--- src/rtl/vric_pkg.sv ---
// Purpose: Constants for the vendor register bank with the ID resistor converter
// Assumes: 100 MHz register clock
// Notes:   Addresses are full 8-bit extended addresses; immediate ones zero-extend
package vric_pkg;
	// Register addresses
	localparam logic [7:0] VRIC_ADDR_CK_STAT  = 8'h20;
	localparam logic [7:0] VRIC_ADDR_CK_LATCH = 8'h21;
	localparam logic [7:0] VRIC_ADDR_BOOST    = 8'h31;
	localparam logic [7:0] VRIC_ADDR_AUDIO    = 8'h33;
	localparam logic [7:0] VRIC_ADDR_CONV_WR  = 8'h36;
	localparam logic [7:0] VRIC_ADDR_CONV_SET = 8'h37;
	localparam logic [7:0] VRIC_ADDR_CONV_CLR = 8'h38;
	// Field positions
	localparam int VRIC_BOOST_LSB       = 5;
	localparam int VRIC_CONV_CODE_LSB   = 0;
	localparam int VRIC_CONV_DONE_BIT   = 3;
	localparam int VRIC_CONV_TRIG_BIT   = 4;
	localparam int VRIC_CONV_RSVD_BIT   = 5;
	localparam int VRIC_CONV_IRQEN_BIT  = 6;
	localparam int VRIC_STAT_CODE_LSB   = 3;
	localparam int VRIC_STAT_DONE_BIT   = 6;
	localparam int VRIC_LATCH_CONV_BIT  = 3;
	// Set/clear mask of the conversion register (bits 6:4)
	localparam logic [7:0] VRIC_CONV_SC_MASK = 8'h70;
	// Reset values and codes
	localparam logic [1:0] VRIC_BOOST_RST    = 2'h0;
	localparam logic [3:0] VRIC_AUDIO_RST    = 4'h0;
	localparam logic [3:0] VRIC_AUDIO_KEY    = 4'hA;
	localparam logic [2:0] VRIC_CODE_RST     = 3'h0;
	localparam logic [1:0] VRIC_BOOST_7P4    = 2'h2;
	localparam logic [1:0] VRIC_BOOST_3P7    = 2'h3;
	// Conversion time
	localparam int VRIC_CLK_PERIOD_NS = 10;
	localparam int VRIC_CONV_TIME_NS  = 282000;
	localparam int VRIC_CONV_CYCLES   =
		(VRIC_CONV_TIME_NS + VRIC_CLK_PERIOD_NS - 1) / VRIC_CLK_PERIOD_NS;
	// Converter sequencer states
	typedef enum logic [1:0] {
		VRIC_ST_IDLE = 2'b01,
		VRIC_ST_CONV = 2'b10
	} vric_state_e;
endpackage

--- src/rtl/vric_regs.sv ---
// Purpose: Vendor register bank: drive boost, headset unlock, ID resistor converter
// Assumes: Register strobes come from the ULPI register engine on clk_i
// Notes:   Read data is registered and valid one cycle after reg_rd_i
//
// Summary of operation
// - Immediate registers also reachable by extended address
// - Vendor registers sit at 30h to 3Fh
// - Boost code 10b/11b raises drive, 00b none
// - Headset audio only when key equals 1010
// - Three-bit code encodes measured ID resistance
// - Code mirrored in carkit interrupt status
// - Complete flag set after 282 us conversion
// - Reading conversion register clears complete flag
// - Carkit status read leaves complete flag set
// - Trigger starts conversion, self-clears on completion
// - Enabled completion with the complete flag clear raises alt_int indication
// - Enable is OR of both enable bits
// - Write, set, clear at 36h, 37h, 38h
// - Latch bit sets on enabled rise, read-clears
`timescale 1ns/100ps
module vric_regs #(
	parameter int CONV_CYCLES = vric_pkg::VRIC_CONV_CYCLES
) (
	input  wire logic       clk_i,
	input  wire logic       rst_b_i,
	input  wire logic       reg_wr_i,
	input  wire logic       reg_rd_i,
	input  wire logic [7:0] reg_addr_i,
	input  wire logic [7:0] reg_wdata_i,
	output logic      [7:0] reg_rdata_o,
	output logic            reg_rvalid_o,
	input  wire logic       carkit_irq_en_i,
	input  wire logic [2:0] id_meas_code_i,
	output logic      [1:0] hs_boost_o,
	output logic            hs_boost_active_o,
	output logic            headset_audio_en_o,
	output logic            conv_busy_o,
	output logic            id_conv_complete_o,
	output logic            alt_int_o
);
	import vric_pkg::*;

	localparam int CW = $clog2(CONV_CYCLES + 1);

	logic [1:0]  boost_ff;
	logic [3:0]  headset_audio_key_ff;
	logic [2:0]  id_resistance_code_ff;
	logic        id_conv_complete_ff;
	logic        id_conv_trigger_ff;
	logic        rsvd5_ff;
	logic        id_conv_irq_enable_ff;
	logic        id_conv_event_latch_ff;
	logic        alt_int_ff;
	logic [7:0]  rdata_ff;
	logic        rvalid_ff;
	logic [CW-1:0] cnt_ff;
	vric_state_e state_ff;
	vric_state_e nxt_state;

	// Address decode; full 8-bit compare serves both access kinds
	wire hit_boost = reg_addr_i == VRIC_ADDR_BOOST;
	wire hit_audio = reg_addr_i == VRIC_ADDR_AUDIO;
	wire hit_cwr   = reg_addr_i == VRIC_ADDR_CONV_WR;
	wire hit_cset  = reg_addr_i == VRIC_ADDR_CONV_SET;
	wire hit_cclr  = reg_addr_i == VRIC_ADDR_CONV_CLR;
	wire hit_conv  = hit_cwr | hit_cset | hit_cclr;
	wire hit_stat  = reg_addr_i == VRIC_ADDR_CK_STAT;
	wire hit_latch = reg_addr_i == VRIC_ADDR_CK_LATCH;

	// Current image of the conversion register
	wire [7:0] conv_img = {1'b0, id_conv_irq_enable_ff, rsvd5_ff, id_conv_trigger_ff,
		id_conv_complete_ff, id_resistance_code_ff};

	// Write, set and clear for the conversion register; set/clear touch bits 6:4 only
	wire [7:0] sc_set  = reg_wdata_i & VRIC_CONV_SC_MASK;
	wire [7:0] conv_nw = hit_cwr  ? reg_wdata_i :
			     hit_cset ? (conv_img | sc_set) :
			     (conv_img & ~sc_set);
	wire conv_wr = reg_wr_i & hit_conv;

	// Converter events
	wire conv_end   = (state_ff == VRIC_ST_CONV) && (cnt_ff == CW'(1));
	wire trig_next  = conv_wr ? conv_nw[VRIC_CONV_TRIG_BIT] : id_conv_trigger_ff;
	wire conv_start = (state_ff == VRIC_ST_IDLE) && trig_next && !id_conv_trigger_ff;
	wire irq_en_eff = id_conv_irq_enable_ff | carkit_irq_en_i;
	wire done_rise  = conv_end && !id_conv_complete_ff;
	// Only the conversion register read clears the flag, never the status read
	wire done_rdclr = reg_rd_i & hit_conv;

	// Read mux
	wire [7:0] rd_mux =
		hit_boost ? {1'b0, boost_ff, 5'h00} :
		hit_audio ? {4'h0, headset_audio_key_ff} :
		hit_conv  ? conv_img :
		hit_stat  ? {1'b0, id_conv_complete_ff, id_resistance_code_ff, 3'h0} :
		hit_latch ? {4'h0, id_conv_event_latch_ff, 3'h0} :
		8'h00;

	// Sequencer next state
	always_comb begin
		nxt_state = state_ff;
		case (state_ff)
			VRIC_ST_IDLE: begin
				if (conv_start) begin
					nxt_state = VRIC_ST_CONV;
				end
			end
			VRIC_ST_CONV: begin
				if (conv_end) begin
					nxt_state = VRIC_ST_IDLE;
				end
			end
			default: nxt_state = VRIC_ST_IDLE;
		endcase
	end

	// Sequencer state and conversion timer
	always_ff @(posedge clk_i or negedge rst_b_i) begin
		if (!rst_b_i) begin
			state_ff <= VRIC_ST_IDLE;
			cnt_ff   <= '0;
		end else begin
			state_ff <= nxt_state;
			cnt_ff   <= conv_start ? CW'(CONV_CYCLES) :
				    (cnt_ff != '0) ? cnt_ff - CW'(1) : cnt_ff;
		end
	end

	// Plain read/write registers
	always_ff @(posedge clk_i or negedge rst_b_i) begin
		if (!rst_b_i) begin
			boost_ff             <= VRIC_BOOST_RST;
			headset_audio_key_ff <= VRIC_AUDIO_RST;
		end else begin
			if (reg_wr_i && hit_boost) begin
				boost_ff <= reg_wdata_i[VRIC_BOOST_LSB +: 2];
			end
			if (reg_wr_i && hit_audio) begin
				headset_audio_key_ff <= reg_wdata_i[3:0];
			end
		end
	end

	// Conversion register fields; hardware completion beats a same-cycle trigger write
	always_ff @(posedge clk_i or negedge rst_b_i) begin
		if (!rst_b_i) begin
			id_resistance_code_ff <= VRIC_CODE_RST;
			id_conv_trigger_ff    <= 1'b0;
			rsvd5_ff              <= 1'b0;
			id_conv_irq_enable_ff <= 1'b0;
		end else begin
			if (conv_end) begin
				id_resistance_code_ff <= id_meas_code_i;
			end else if (reg_wr_i && hit_cwr) begin
				id_resistance_code_ff <= reg_wdata_i[2:0];
			end
			id_conv_trigger_ff <= conv_end ? 1'b0 : trig_next;
			if (conv_wr) begin
				rsvd5_ff              <= conv_nw[VRIC_CONV_RSVD_BIT]; // link keeps 0
				id_conv_irq_enable_ff <= conv_nw[VRIC_CONV_IRQEN_BIT];
			end
		end
	end

	// Complete flag and event latch; a set in the clearing cycle wins
	always_ff @(posedge clk_i or negedge rst_b_i) begin
		if (!rst_b_i) begin
			id_conv_complete_ff    <= 1'b0;
			id_conv_event_latch_ff <= 1'b0;
			alt_int_ff             <= 1'b0;
		end else begin
			id_conv_complete_ff    <= conv_end | (id_conv_complete_ff & ~done_rdclr);
			id_conv_event_latch_ff <= (done_rise & irq_en_eff) |
				(id_conv_event_latch_ff & ~(reg_rd_i & hit_latch));
			alt_int_ff             <= done_rise & irq_en_eff;
		end
	end

	// Registered read data
	always_ff @(posedge clk_i or negedge rst_b_i) begin
		if (!rst_b_i) begin
			rdata_ff  <= 8'h00;
			rvalid_ff <= 1'b0;
		end else begin
			rvalid_ff <= reg_rd_i;
			if (reg_rd_i) begin
				rdata_ff <= rd_mux;
			end
		end
	end

	// Outputs; reserved boost code 01b gives no boost
	assign hs_boost_o         = boost_ff;
	assign hs_boost_active_o  = (boost_ff == VRIC_BOOST_7P4) || (boost_ff == VRIC_BOOST_3P7);
	assign headset_audio_en_o = headset_audio_key_ff == VRIC_AUDIO_KEY;
	assign conv_busy_o        = state_ff == VRIC_ST_CONV;
	assign id_conv_complete_o = id_conv_complete_ff;
	assign alt_int_o          = alt_int_ff;
	assign reg_rdata_o        = rdata_ff;
	assign reg_rvalid_o       = rvalid_ff;

	// Assertions; helper count of cycles since the last start, kept apart from the
	// Down-counter so a wrong load value or a stuck timer shows up as a mismatch
	logic [CW-1:0] conv_age_ff;
	always_ff @(posedge clk_i or negedge rst_b_i) begin
		if (!rst_b_i) begin
			conv_age_ff <= '0;
		end else if (conv_start) begin
			conv_age_ff <= CW'(1);
		end else if (conv_busy_o) begin
			conv_age_ff <= conv_age_ff + CW'(1);
		end else begin
			conv_age_ff <= '0;
		end
	end
endmodule

--- config.mk ---
export PLATFORM = sky130hd
export DESIGN_NAME = vric_regs
export DESIGN_NICKNAME = d
export VERILOG_FILES = /design/src/rtl/vric_pkg.sv /design/src/rtl/vric_regs.sv
export SDC_FILE = /design/constraint.sdc
export NUM_CORES = 1
export LEC_CHECK = 0
export BUFFER_PORTS_ARGS = -buffer_cell sky130_fd_sc_hd__buf_4
export CORE_MARGIN = 4
export CORE_UTILIZATION = 59
export DETAILED_ROUTE_END_ITERATION = 12
export PLACE_DENSITY = 0.84
export SLEW_MARGIN = 5
export SYNTH_ARGS = -nofsm -noshare
export SYNTH_HDL_FRONTEND = slang
export SYNTH_SLANG_ARGS = --single-unit
--- constraint.sdc ---
create_clock -name clk_i -period 2.9 [get_ports clk_i]
set_input_delay 0.29 -clock clk_i [delete_from_list [all_inputs] [get_ports clk_i]]
set_output_delay 0.29 -clock clk_i [all_outputs]
set_load 0.01 [all_outputs]
# Word-level counts from Yosys, hierarchy flattened
# Index checks and enable logic that the tools add are counted.
# Widths: inputs -> output; s select.
# word_totals
input_bits,24
output_inout_bits,16
elab_cells,75
ff_bits,41
# op_classes
eq_ne,15
n_addsub,1
n_mux,16
reduce_logical,14
bitwise,16
# ops
cell,n
$eq 8x6->1 const B,7
$mux 7,6
$mux 15,2
$eq 15x1->1 const B,1
$reduce_bool 15->1,1
$sub 15x1->15 const B,1
$and 7x7->7,1
$logic_and 1x1->1,7
$not 7->7,1
$or 7x7->7,1
$and 1x1->1,6
$eq 2x2->1 const B,3
$mux 3,2
$or 1x1->1,5
$eq 4x4->1 const B,1
$mux 2,2
$mux 4,1
$pmux 2 s2,1
$reduce_bool 2->1,2
$eq 2x1->1 const B,1
$logic_not 1->1,2
$mux 1,2
$ne 2x1->1 const B,1
$ne 2x2->1 const B,1
3 further kinds,4

# Depth between registers and ports, before layout
# Gate-level depths: netlist of the first run.
# logic_depth
depth_word,9
mapped_depth,6
mapped_depth_nobuf,6

# Worst setup path after synthesis of the first run
# No wires, ideal clock.
# synth_path
kind,flip-flop to flip-flop
start,reg cnt_ff[0]
end,reg cnt_ff[4]
path_slack_ps,1063
synth_period_minus_slack_ps,1837
n_path_buf,1
arrival_ps,1712
path_stages_with_launch,7
path_cell_list,dfrtp_1 -> inv_1 -> ha_1 -> and3_1 -> buf_6 -> a2111oi_1 -> mux2_2
# synth_between
elab_chain_len,3
word_cells_on_any_way,5
cone_classes,add/sub (1); mux (2); reduce/logical (2)
# synth_lines
item,line_no,source
from (decl),vric_regs.sv:56,logic [CW-1:0] cnt_ff;
from (signal assigned),vric_regs.sv:124,cnt_ff <= conv_start ? CW'(CONV_CYCLES) :
$sub 15x1->15,vric_regs.sv:125,(cnt_ff != '0) ? cnt_ff - CW'(1) : cnt_ff;
$mux 15,vric_regs.sv:125,
$mux 15,vric_regs.sv:124,
# Several ways; a longest one is shown, not always the timed one. The select of a mux whose other input is x is not followed.
# A chain may end at the register's enable or synchronous reset.

# Final worst setup path of the first run
# Same ends and word-level chain as after synthesis.

==> reports/results.tsv, run 1 <==
metric	value	unit
CP required	3070	ps
Worst slew margin	0.627	
setup slack, reg-to-reg	910	ps
pwr/cell area	585	nW/µm²
syn_area_per_cell	10.5	µm²
Port-buffer cells	37	
final net count	267	
number of synthesis warnings	0	
largest net degree at the start of global routing	41	
Crit Reg-Reg Endpoint	cnt_ff[4]	
Lkg Pwr	1.14	nW
Root Driver	clkbuf_8	
most frequent cell after synthesis	dfrtp_1	
Crit. End Element	flip-flop	
setup_tns	0	ps
Fin Hold WS	226	ps
num ports	40	
Cells after Synth	206	
number of instances in the placed design	279	
Setup-failing EPs final	0	
post-route ant nets	0	
ranking of synthesized cells by area	dfrtp_1 45%, mux2_2 4.7%, mux2_4 2.8%	
Clock Latency Late Sink	290	ps
Max Slew Vio Count	0	
DR iter-0 viols	142	
Hold Path Sink	reg_rvalid_o	
htree depth	2	
count of different cell masters after synthesis	65	
max capacitance violation total	0	
RSZ-0062 raised after global routing	false	
maximum VDD drop	0.000447	V
dpl hpwl	3340	µm
Post-synth EDFFs	0	
first-pass GRT wire length	7650	µm
Crit-path slowest cell	a2111oi_1	
Non-Filler Instances	288	
crit path DAT	2170	ps
pre-CTS setup slack	929	ps
Peak Freq	502	MHz
Syn Nets	232	
hold path cells	1	
Fill cells	256	
clock skew after layout	3.73	ps
CP cell instances	inv_1 > ha_1 > and3_1 > a2111oi_1 > mux2_2	
Seq cells post-synth	40	
GRT overflow	0	
die width	68.4	µm
Initial Util	0.626	
DRC Markers	0	
Die Ht	68.4	µm
Yosys top cell area share	0.453	
Std-Cell Core Area	3440	µm²
Setup WS post-layout	908	ps
TritonRoute pass-1 iters	5	
number of global-route vias before repair	1673	
Main synth FF type	dfrtp_1	
max incr delay on CP	460	ps
status	finished, final reports clean	
Tcrit/Tclk final	0.687	
Synth area leader	dfrtp_1	
Reg2Reg Depth	5	
clk slew on worst S/H paths	80	ps
crit path time final	1990	ps
async set-reset flop share out of synthesis	1.00	
routed vias/inst	6.12	
GR Util All Layers	0.219	
commonest cells in the netlist	39 x dfrtp_1, 16 x nor2_1, 12 x nand2_1	
diode count	0	
layout cells sized above 1	0.306	
# clock sinks	40	
critical path class	flip-flop to flip-flop	
count of final hold-check violations	0	
Slew @ Worst Pin	545	ps
worst hold path startpoint	reg_rd_i	
Max FO, Critical Path	9	
post-synthesis cell area	2150	µm²
Hold Path Class	input pin to flip-flop	
Clock Path Buffers	2	
TritonCTS clock tree	done	
Routed WL	4670	µm
Die Area	4680	µm²
RR Startpoint	cnt_ff[0]	
row cnt	21	
antenna violations before repair	0	
via count	1763	
sequential area share after synthesis	0.465	
Setup crit start kind	flip-flop	
clock buffer count from CTS	5	
routed len/inst	16.2	µm
gpl congestion	0.857	
area grow syn2layout	19.5	%
## registers in the layout (all words and copies together) (netlist names), named ones only
register	cells
cnt_ff	15
reg_rdata_o	7
headset_audio_key_ff	4
id_resistance_code_ff	3
hs_boost_o	2
state_ff	2
alt_int_o	1
id_conv_complete_o	1
id_conv_event_latch_ff	1
id_conv_trigger_ff	1
reg_rvalid_o	1
## through the flow
step / util / total power, W / area (µm²)
final: 0.748 / 0.00151 / 2570
after global routing: 0.748 / 0.00160 / 2570
after CTS: 0.748 / 0.00151 / 2570
after detailed placement: 0.708 / 0.00102 / 2440
after global placement: 0.708 / 0.00100 / 2440
after floorplan: - / 0.000909 / 2150
## critical path: cells and delay by family (launching register included)
kind | cells | cell delay (ps)
AOI/OAI and AO/OA | 1 | 460
adders and majority gates | 1 | 260
buffers and inverters | 1 | 80
DFF | 1 | 430
muxes | 1 | 380
and+or+nand+nor | 1 | 270
## cell families after synthesis
group	count (synthesis)	share of synthesized area
buffers and inverters	18	0.0430
DFF	40	0.465
other	1	0.00174
and+or+nand+nor	76	0.211
xor gates and xnor gates	1	0.00407
muxes	16	0.0889
AOI/OAI and AO/OA	52	0.175
adders and majority gates	2	0.0116
## routing by layer
metal  part of all wire  track usage  up-vias
met5                  0            0        -
met4              0.010       0.0720        0
met3              0.060       0.0476        8
met2               0.46        0.338       54
met1               0.47        0.305      862
li1                   -            -      839
## worst max path at each step
stage	start	endpoint	slack (ps)	cells after the start
after global placement	cnt_ff[0]	cnt_ff[4]	940	5
after detailed placement	cnt_ff[0]	cnt_ff[4]	930	5
final	cnt_ff[0]	cnt_ff[4]	910	5
after floorplan	cnt_ff[0]	cnt_ff[4]	1060	6
after CTS	cnt_ff[0]	cnt_ff[4]	900	5
after global routing	cnt_ff[0]	cnt_ff[4]	770	5
## cells in the final DEF, fill, tap and decap left out, types with 5 or more instances in the layout
cell type   n
buf_4      38
dfrtp_1    39
and3_1      5
nor2_1     16
a21oi_1    11
nand2_1    12
inv_1       7
clkbuf_8    7
mux2_2      9
nor3_1     11
## power by group
part / internal (W) / switching, W / total (W) / leakage, nW
Clock: 0.000304 / 0.000189 / 0.000492 / 0.0645
Sequential: 0.000635 / 0.0000809 / 0.000715 / 0.481
Combinational: 0.000150 / 0.000147 / 0.000297 / 0.598
## what timing repair did
action | 4_1_cts | 5_1_grt
setup buffers | 0 | 0
hold buffers | 1 | 0
gates resized for setup | 0 | 0
endpoints found under the hold margin | 39 | 0
## cell type report
cell class | instances | area (µm²) | area share
sequential | 40 | 1000 | 0.389
inverter | 7 | 26.3 | 0.0102
timing repair buffer | 39 | 295 | 0.115
clock buffer | 7 | 96.3 | 0.0374
clock inverter | 1 | 30.0 | 0.0117
tap | 46 | 57.6 | 0.0224
multi-input combinational | 148 | 1070 | 0.414
No activity file was read; power rests on OpenSTA's default activity.
==> run 2, diff against run 1 <==
--- a/config.mk
+++ b/config.mk
@@ -7,9 +7,9 @@
 export LEC_CHECK = 0
 export BUFFER_PORTS_ARGS = -buffer_cell sky130_fd_sc_hd__buf_4
 export CORE_MARGIN = 4
-export CORE_UTILIZATION = 59
+export CORE_UTILIZATION = 55
 export DETAILED_ROUTE_END_ITERATION = 12
-export PLACE_DENSITY = 0.84
+export PLACE_DENSITY = 0.79
 export SLEW_MARGIN = 5
 export SYNTH_ARGS = -nofsm -noshare
 export SYNTH_HDL_FRONTEND = slang
==> constraint.sdc (replaced) <==
create_clock -name clk_i -period 1.85 [get_ports clk_i]
set_input_delay 0.185 -clock clk_i [delete_from_list [all_inputs] [get_ports clk_i]]
set_output_delay 0.185 -clock clk_i [all_outputs]
set_load 0.01 [all_outputs]
==> run 2 against run 1 <==
Effect of this change:
- power is 53% higher
- hold slack worse by 110 ps
- clock power is 26% higher
- critical path depth stayed put
- combinational power is 93% higher
- highest routed layer unchanged
- flip-flop and latch count stayed put
- non-clock buffer count is 15 higher
- via count is 1.8% higher
- cell area is 3.8% higher
- sequential share of layout area is 1.4 points lower
- clock skew is 3.5 ps higher
==> reports/results.tsv, run 2 (synthesized netlist as in run 1, its figures left out) <==
metric	value	unit	change
post-route ant nets	0		unchanged
Setup crit start kind	flip-flop		
max reg flops	15		unchanged
Peak Freq	575	MHz	+15%
Max FO, Critical Path	7		-2
Port-buffer cells	37		unchanged
layout cells sized above 1	0.359		+0.0536
Hold Path Class	input pin to flip-flop		
via count	1794		+1.8%
Initial Util	0.580		-0.0462
Tcrit/Tclk final	0.940		+0.253
gpl congestion	0.870		+1.5%
Routed WL	5270	µm	+13%
row cnt	22		+4.8%
met3 wire length	224	µm	-21%
Max Slew Vio Count	0		unchanged
clk slew on worst S/H paths	70	ps	about the same
dpl hpwl	3820	µm	+14%
routed len/inst	17.3	µm	+6.8%
max capacitance violation total	0		unchanged
area of the multi-input gates	1080	µm²	+1.2%
number of instances in the placed design	296		+6.1%
largest net degree at the start of global routing	41		unchanged
wl on met1	2380	µm	+7.9%
Reg2Reg Depth	5		unchanged
number of global-route vias before repair	1763		+5.4%
Lkg Pwr	1.21	nW	+5.6%
Clock Latency Late Sink	290	ps	about the same
Critical Path Start	state_ff[0]		
Die Area	4980	µm²	+6.4%
crit path DAT	1910	ps	-260 ps
routed vias/inst	5.90		-3.6%
pwr/cell area	863	nW/µm²	+48%
Std-Cell Core Area	3720	µm²	+8.0%
max layer used	met4		
most frequent cells in the layout	53 x buf_4, 38 x dfrtp_1, 16 x nor2_1, 12 x nand2_1, 11 x a21oi_1		
maximum VDD drop	0.000605	V	+35%
CP required	2030	ps	-1040 ps
htree depth	2		unchanged
GRT overflow	0		unchanged
post-layout util	0.719		-0.0285
worst hold path startpoint	reg_rd_i		
Root Driver	clkbuf_8		
DR iter-0 viols	141		-0.70%
TritonCTS clock tree	done		
die width	70.6	µm	+3.2%
TritonRoute pass-1 iters	4		-1
final net count	282		+5.6%
count of final hold-check violations	0		unchanged
diode count	0		unchanged
critical path class	flip-flop to flip-flop		
# clock sinks	40		unchanged
Non-Filler Instances	304		+5.6%
GR Util All Layers	0.220		+0.000343
Fill cells	289		+13%
Setup-failing EPs final	0		unchanged
Slew @ Worst Pin	518	ps	-26.7 ps
Die Ht	70.6	µm	+3.2%
crit path time final	1740	ps	-253 ps
Crit. End Element	flip-flop		
Worst slew margin	0.654		+0.0263
worst setup path endpoint	cnt_ff[4]		
clock buffer count from CTS	5		unchanged
Crit Reg-Reg Endpoint	cnt_ff[4]		
status	finished, final reports clean		
WL met2	2590	µm	+21%
setup_tns	0	ps	unchanged
most common cell after layout, fill and taps aside	buf_4		
RSZ-0062 raised after global routing	false		
setup slack, reg-to-reg	110	ps	-800 ps
RR Startpoint	state_ff[0]		
clock skew after layout	7.25	ps	+3.52 ps
DRC Markers	0		unchanged
num ports	40		unchanged
antenna violations before repair	0		unchanged
area grow syn2layout	24.0	%	
Seq. cell area	1000	µm²	+0.12%
first-pass GRT wire length	8630	µm	+13%
Reg with most FFs	cnt_ff		
Clock Path Buffers	2		unchanged
run 2: final cells by class:
cell class                 count  area share
tap                           48      0.0225
clock buffer                   7      0.0360
multi-input combinational    148       0.404
sequential                    40       0.375
inverter                       7     0.00983
timing repair buffer          54       0.153
run 2: worst min-delay path by stage:
stage / endpoint / slack [ps] / depth (start not counted)
CTS: reg_rvalid_o / 110 / 1
global route: reg_rvalid_o / 110 / 1
floorplan: async pin / -110 / 0
finish: reg_rvalid_o / 120 / 1
detailed placement: cnt_ff[14] / 190 / 1
global placement: cnt_ff[14] / 190 / 1
run 2: metal layers:
metal	up-vias	global-route usage
met2	41	0.348
li1	866	-
met1	880	0.305
met3	7	0.0469
met4	0	0.0689
met5	-	0
run 2: worst max-delay path, stage by stage, from the launching register on:
cell and delay (ps):
dfstp_2 530, or3b_2 450, nor4_2 140, buf_4 190, nor2b_1 60, mux2_2 260
run 2: power by group:
| part | leakage [nW] | internal (W) | switching (W) | total, W |
|---|---|---|---|---|
| Sequential | 0.480 | 0.000997 | 0.000115 | 0.00111 |
| Combinational | 0.677 | 0.000292 | 0.000283 | 0.000574 |
| Clock | 0.0503 | 0.000332 | 0.000288 | 0.000620 |
run 2: through the flow:
stage	setup slack, ps	instance area, µm²	power, W	hold WS, ps
after global placement	125	2550	0.00164	193
after CTS	82.0	2660	0.00230	110
after global routing	14.8	2670	0.00244	113
final	111	2670	0.00231	118
after floorplan	13.3	2150	0.00142	-111
after detailed placement	99.3	2550	0.00167	193
run 2: what timing repair did:
action,CTS,global route
buffers inserted,0,0
endpoints found under the setup margin,0,8
hold buffers,1,0
resized for setup,0,5
hold endpoints to repair,39,0
==> run 3, diff against run 2 <==
--- a/config.mk
+++ b/config.mk
@@ -7,9 +7,8 @@
 export LEC_CHECK = 0
 export BUFFER_PORTS_ARGS = -buffer_cell sky130_fd_sc_hd__buf_4
 export CORE_MARGIN = 4
-export CORE_UTILIZATION = 55
+export CORE_UTILIZATION = 40
 export DETAILED_ROUTE_END_ITERATION = 12
-export PLACE_DENSITY = 0.79
 export SLEW_MARGIN = 5
 export SYNTH_ARGS = -nofsm -noshare
 export SYNTH_HDL_FRONTEND = slang
==> run 3 against run 2 <==
Effect of this change:
- combinational power up 5.6%
- first-iteration DRC count down 60%
- die area up 33%
==> reports/results.tsv, run 3 (synthesized netlist as in run 1, its figures left out) <==
metric	value	unit	change
# clock sinks	40		unchanged
Die Area	6620	µm²	+33%
pre-CTS setup slack	68.5	ps	-30.8 ps
largest net degree at the start of global routing	41		unchanged
Setup crit start kind	flip-flop		
GRT overflow	0		unchanged
Fill cells	498		+72%
DRC Markers	0		unchanged
pwr/cell area	961	nW/µm²	+11%
num ports	40		unchanged
Clock Path Buffers	2		unchanged
number of global-route vias before repair	1797		+1.9%
Setup WS post-layout	107	ps	-3.36 ps
setup bufs post-CTS	0		unchanged
gpl congestion	0.798		-8.3%
post-route ant nets	0		unchanged
max capacitance violation total	0		unchanged
first-pass GRT wire length	8460	µm	-2.0%
final net count	286		+1.4%
row cnt	26		+18%
crit path time final	1740	ps	+3.37 ps
area grow syn2layout	29.3	%	
layout cells sized above 1	0.368		+0.00844
Slew @ Worst Pin	514	ps	-4.76 ps
Tcrit/Tclk final	0.942		+0.00182
most common cell after layout, fill and taps aside	buf_4		
most frequent cells in the layout	57 x buf_4, 37 x dfrtp_1, 16 x nor2_1, 12 x nand2_1, 11 x a21oi_1		
Crit. End Element	flip-flop		
dpl hpwl	3670	µm	-3.9%
Setup-failing EPs final	0		unchanged
Hold Path Class	input pin to flip-flop		
CP required	2020	ps	about the same
Max FO, Critical Path	10		+3
diode count	0		unchanged
GR Util All Layers	0.165		-0.0543
RSZ-0062 raised after global routing	false		
Die Ht	81.4	µm	+15%
Clock Latency Late Sink	290	ps	about the same
Reg with most FFs	cnt_ff		
post-layout util	0.539		-0.180
Peak Freq	574	MHz	-0.19%
clock skew after layout	7.29	ps	+0.0475 ps
max reg flops	15		unchanged
die width	81.4	µm	+15%
Routed WL	4940	µm	-6.4%
critical path class	flip-flop to flip-flop		
htree depth	2		unchanged
setup_tns	0	ps	unchanged
Lkg Pwr	1.25	nW	+3.6%
maximum VDD drop	0.000647	V	+7.1%
count of final hold-check violations	0		unchanged
DR iter-0 viols	56		-60%
routed len/inst	14.9	µm	-14%
clk slew on worst S/H paths	80	ps	about the same
status	finished, final reports clean		
TritonCTS clock tree	done		
Port-buffer cells	37		unchanged
crit path DAT	1920	ps	about the same
Max Slew Vio Count	0		unchanged
Root Driver	clkbuf_8		
Initial Util	0.417		-0.163
TritonRoute pass-1 iters	5		+1
clock buffer count from CTS	5		unchanged
routed vias/inst	5.40		-8.5%
via count	1788		-0.33%
antenna violations before repair	0		unchanged
Std-Cell Core Area	5170	µm²	+39%
Worst slew margin	0.658		+0.00405
-- run 3: cell types whose count changed in the layout (fill, tap and decap cells not counted) --
cell,delta
buf_4,+4
dfrtp_2,+1
dfrtp_1,-1
and2_2,-1
a2111oi_2,-1
clkbuf_8,-2
a2111oi_0,+1
bufinv_16,+3
and2_1,+1
-- run 3: metrics by stage --
| stage | hold slack (ps) | total power (W) | area, µm² | std cells |
|---|---|---|---|---|
| global route | 107 | 0.00284 | 2790 | 331 |
| floorplan | -111 | 0.00142 | 2150 | 206 |
| finish | 121 | 0.00268 | 2790 | 331 |
| global placement | 201 | 0.00170 | 2610 | 322 |
| CTS | 109 | 0.00271 | 2780 | 331 |
| detailed placement | 204 | 0.00171 | 2610 | 322 |
-- run 3: critical path: stages (launching register included) --
cell	delay, ps
dfstp_2	530
or3b_2	450
nor4_2	150
buf_4	210
nor2b_1	60
mux2_2	250
-- run 3: final timing paths --
| check | slack [ps] | depth (start not counted) | start | to |
|---|---|---|---|---|
| worst max-delay path | 110 | 5 | state_ff[0] | cnt_ff[4] |
| worst min-delay path | 120 | 1 | reg_rd_i | reg_rvalid_o |
| worst max register to register | 110 | 5 | state_ff[0] | cnt_ff[4] |
| worst min register to register | 500 | 2 | reg_rdata_o[4] | reg_rdata_o[4] |
| max in group asynchronous | 1060 | 2 | rst_b_i | cnt_ff[9] |
| min in group asynchronous | 400 | 2 | rst_b_i | hs_boost_o[1] |
-- run 3: layout make-up --
type | count | area, µm² | share of cell area
clock buffers | 5 | 68.8 | 0.0247
clock inverters | 3 | 90.1 | 0.0323
inverters | 7 | 26.3 | 0.00943
multi-input cells | 148 | 1070 | 0.384
flip-flops and latches | 40 | 1000 | 0.361
well taps | 70 | 87.6 | 0.0314
repair buffers | 58 | 438 | 0.157
-- run 3: metal layers --
layer,up-vias,track usage,share of wire
li1,877,-,-
met5,-,0,0
met4,0,0.0389,0.0065
met2,45,0.291,0.50
met3,4,0.0355,0.062
met1,862,0.206,0.43
-- run 3: where the power goes --
part	switching (W)	internal, W	leakage, nW
combinational	0.000282	0.000324	0.693
clock	0.000310	0.000675	0.0784
sequential	0.0000892	0.000996	0.479
-- run 3: what timing repair did --
action | in CTS | in global routing
gates resized for setup | 0 | 3
hold endpoints to repair | 39 | 0
setup endpoints to repair | 0 | 5
hold buffers | 1 | 0
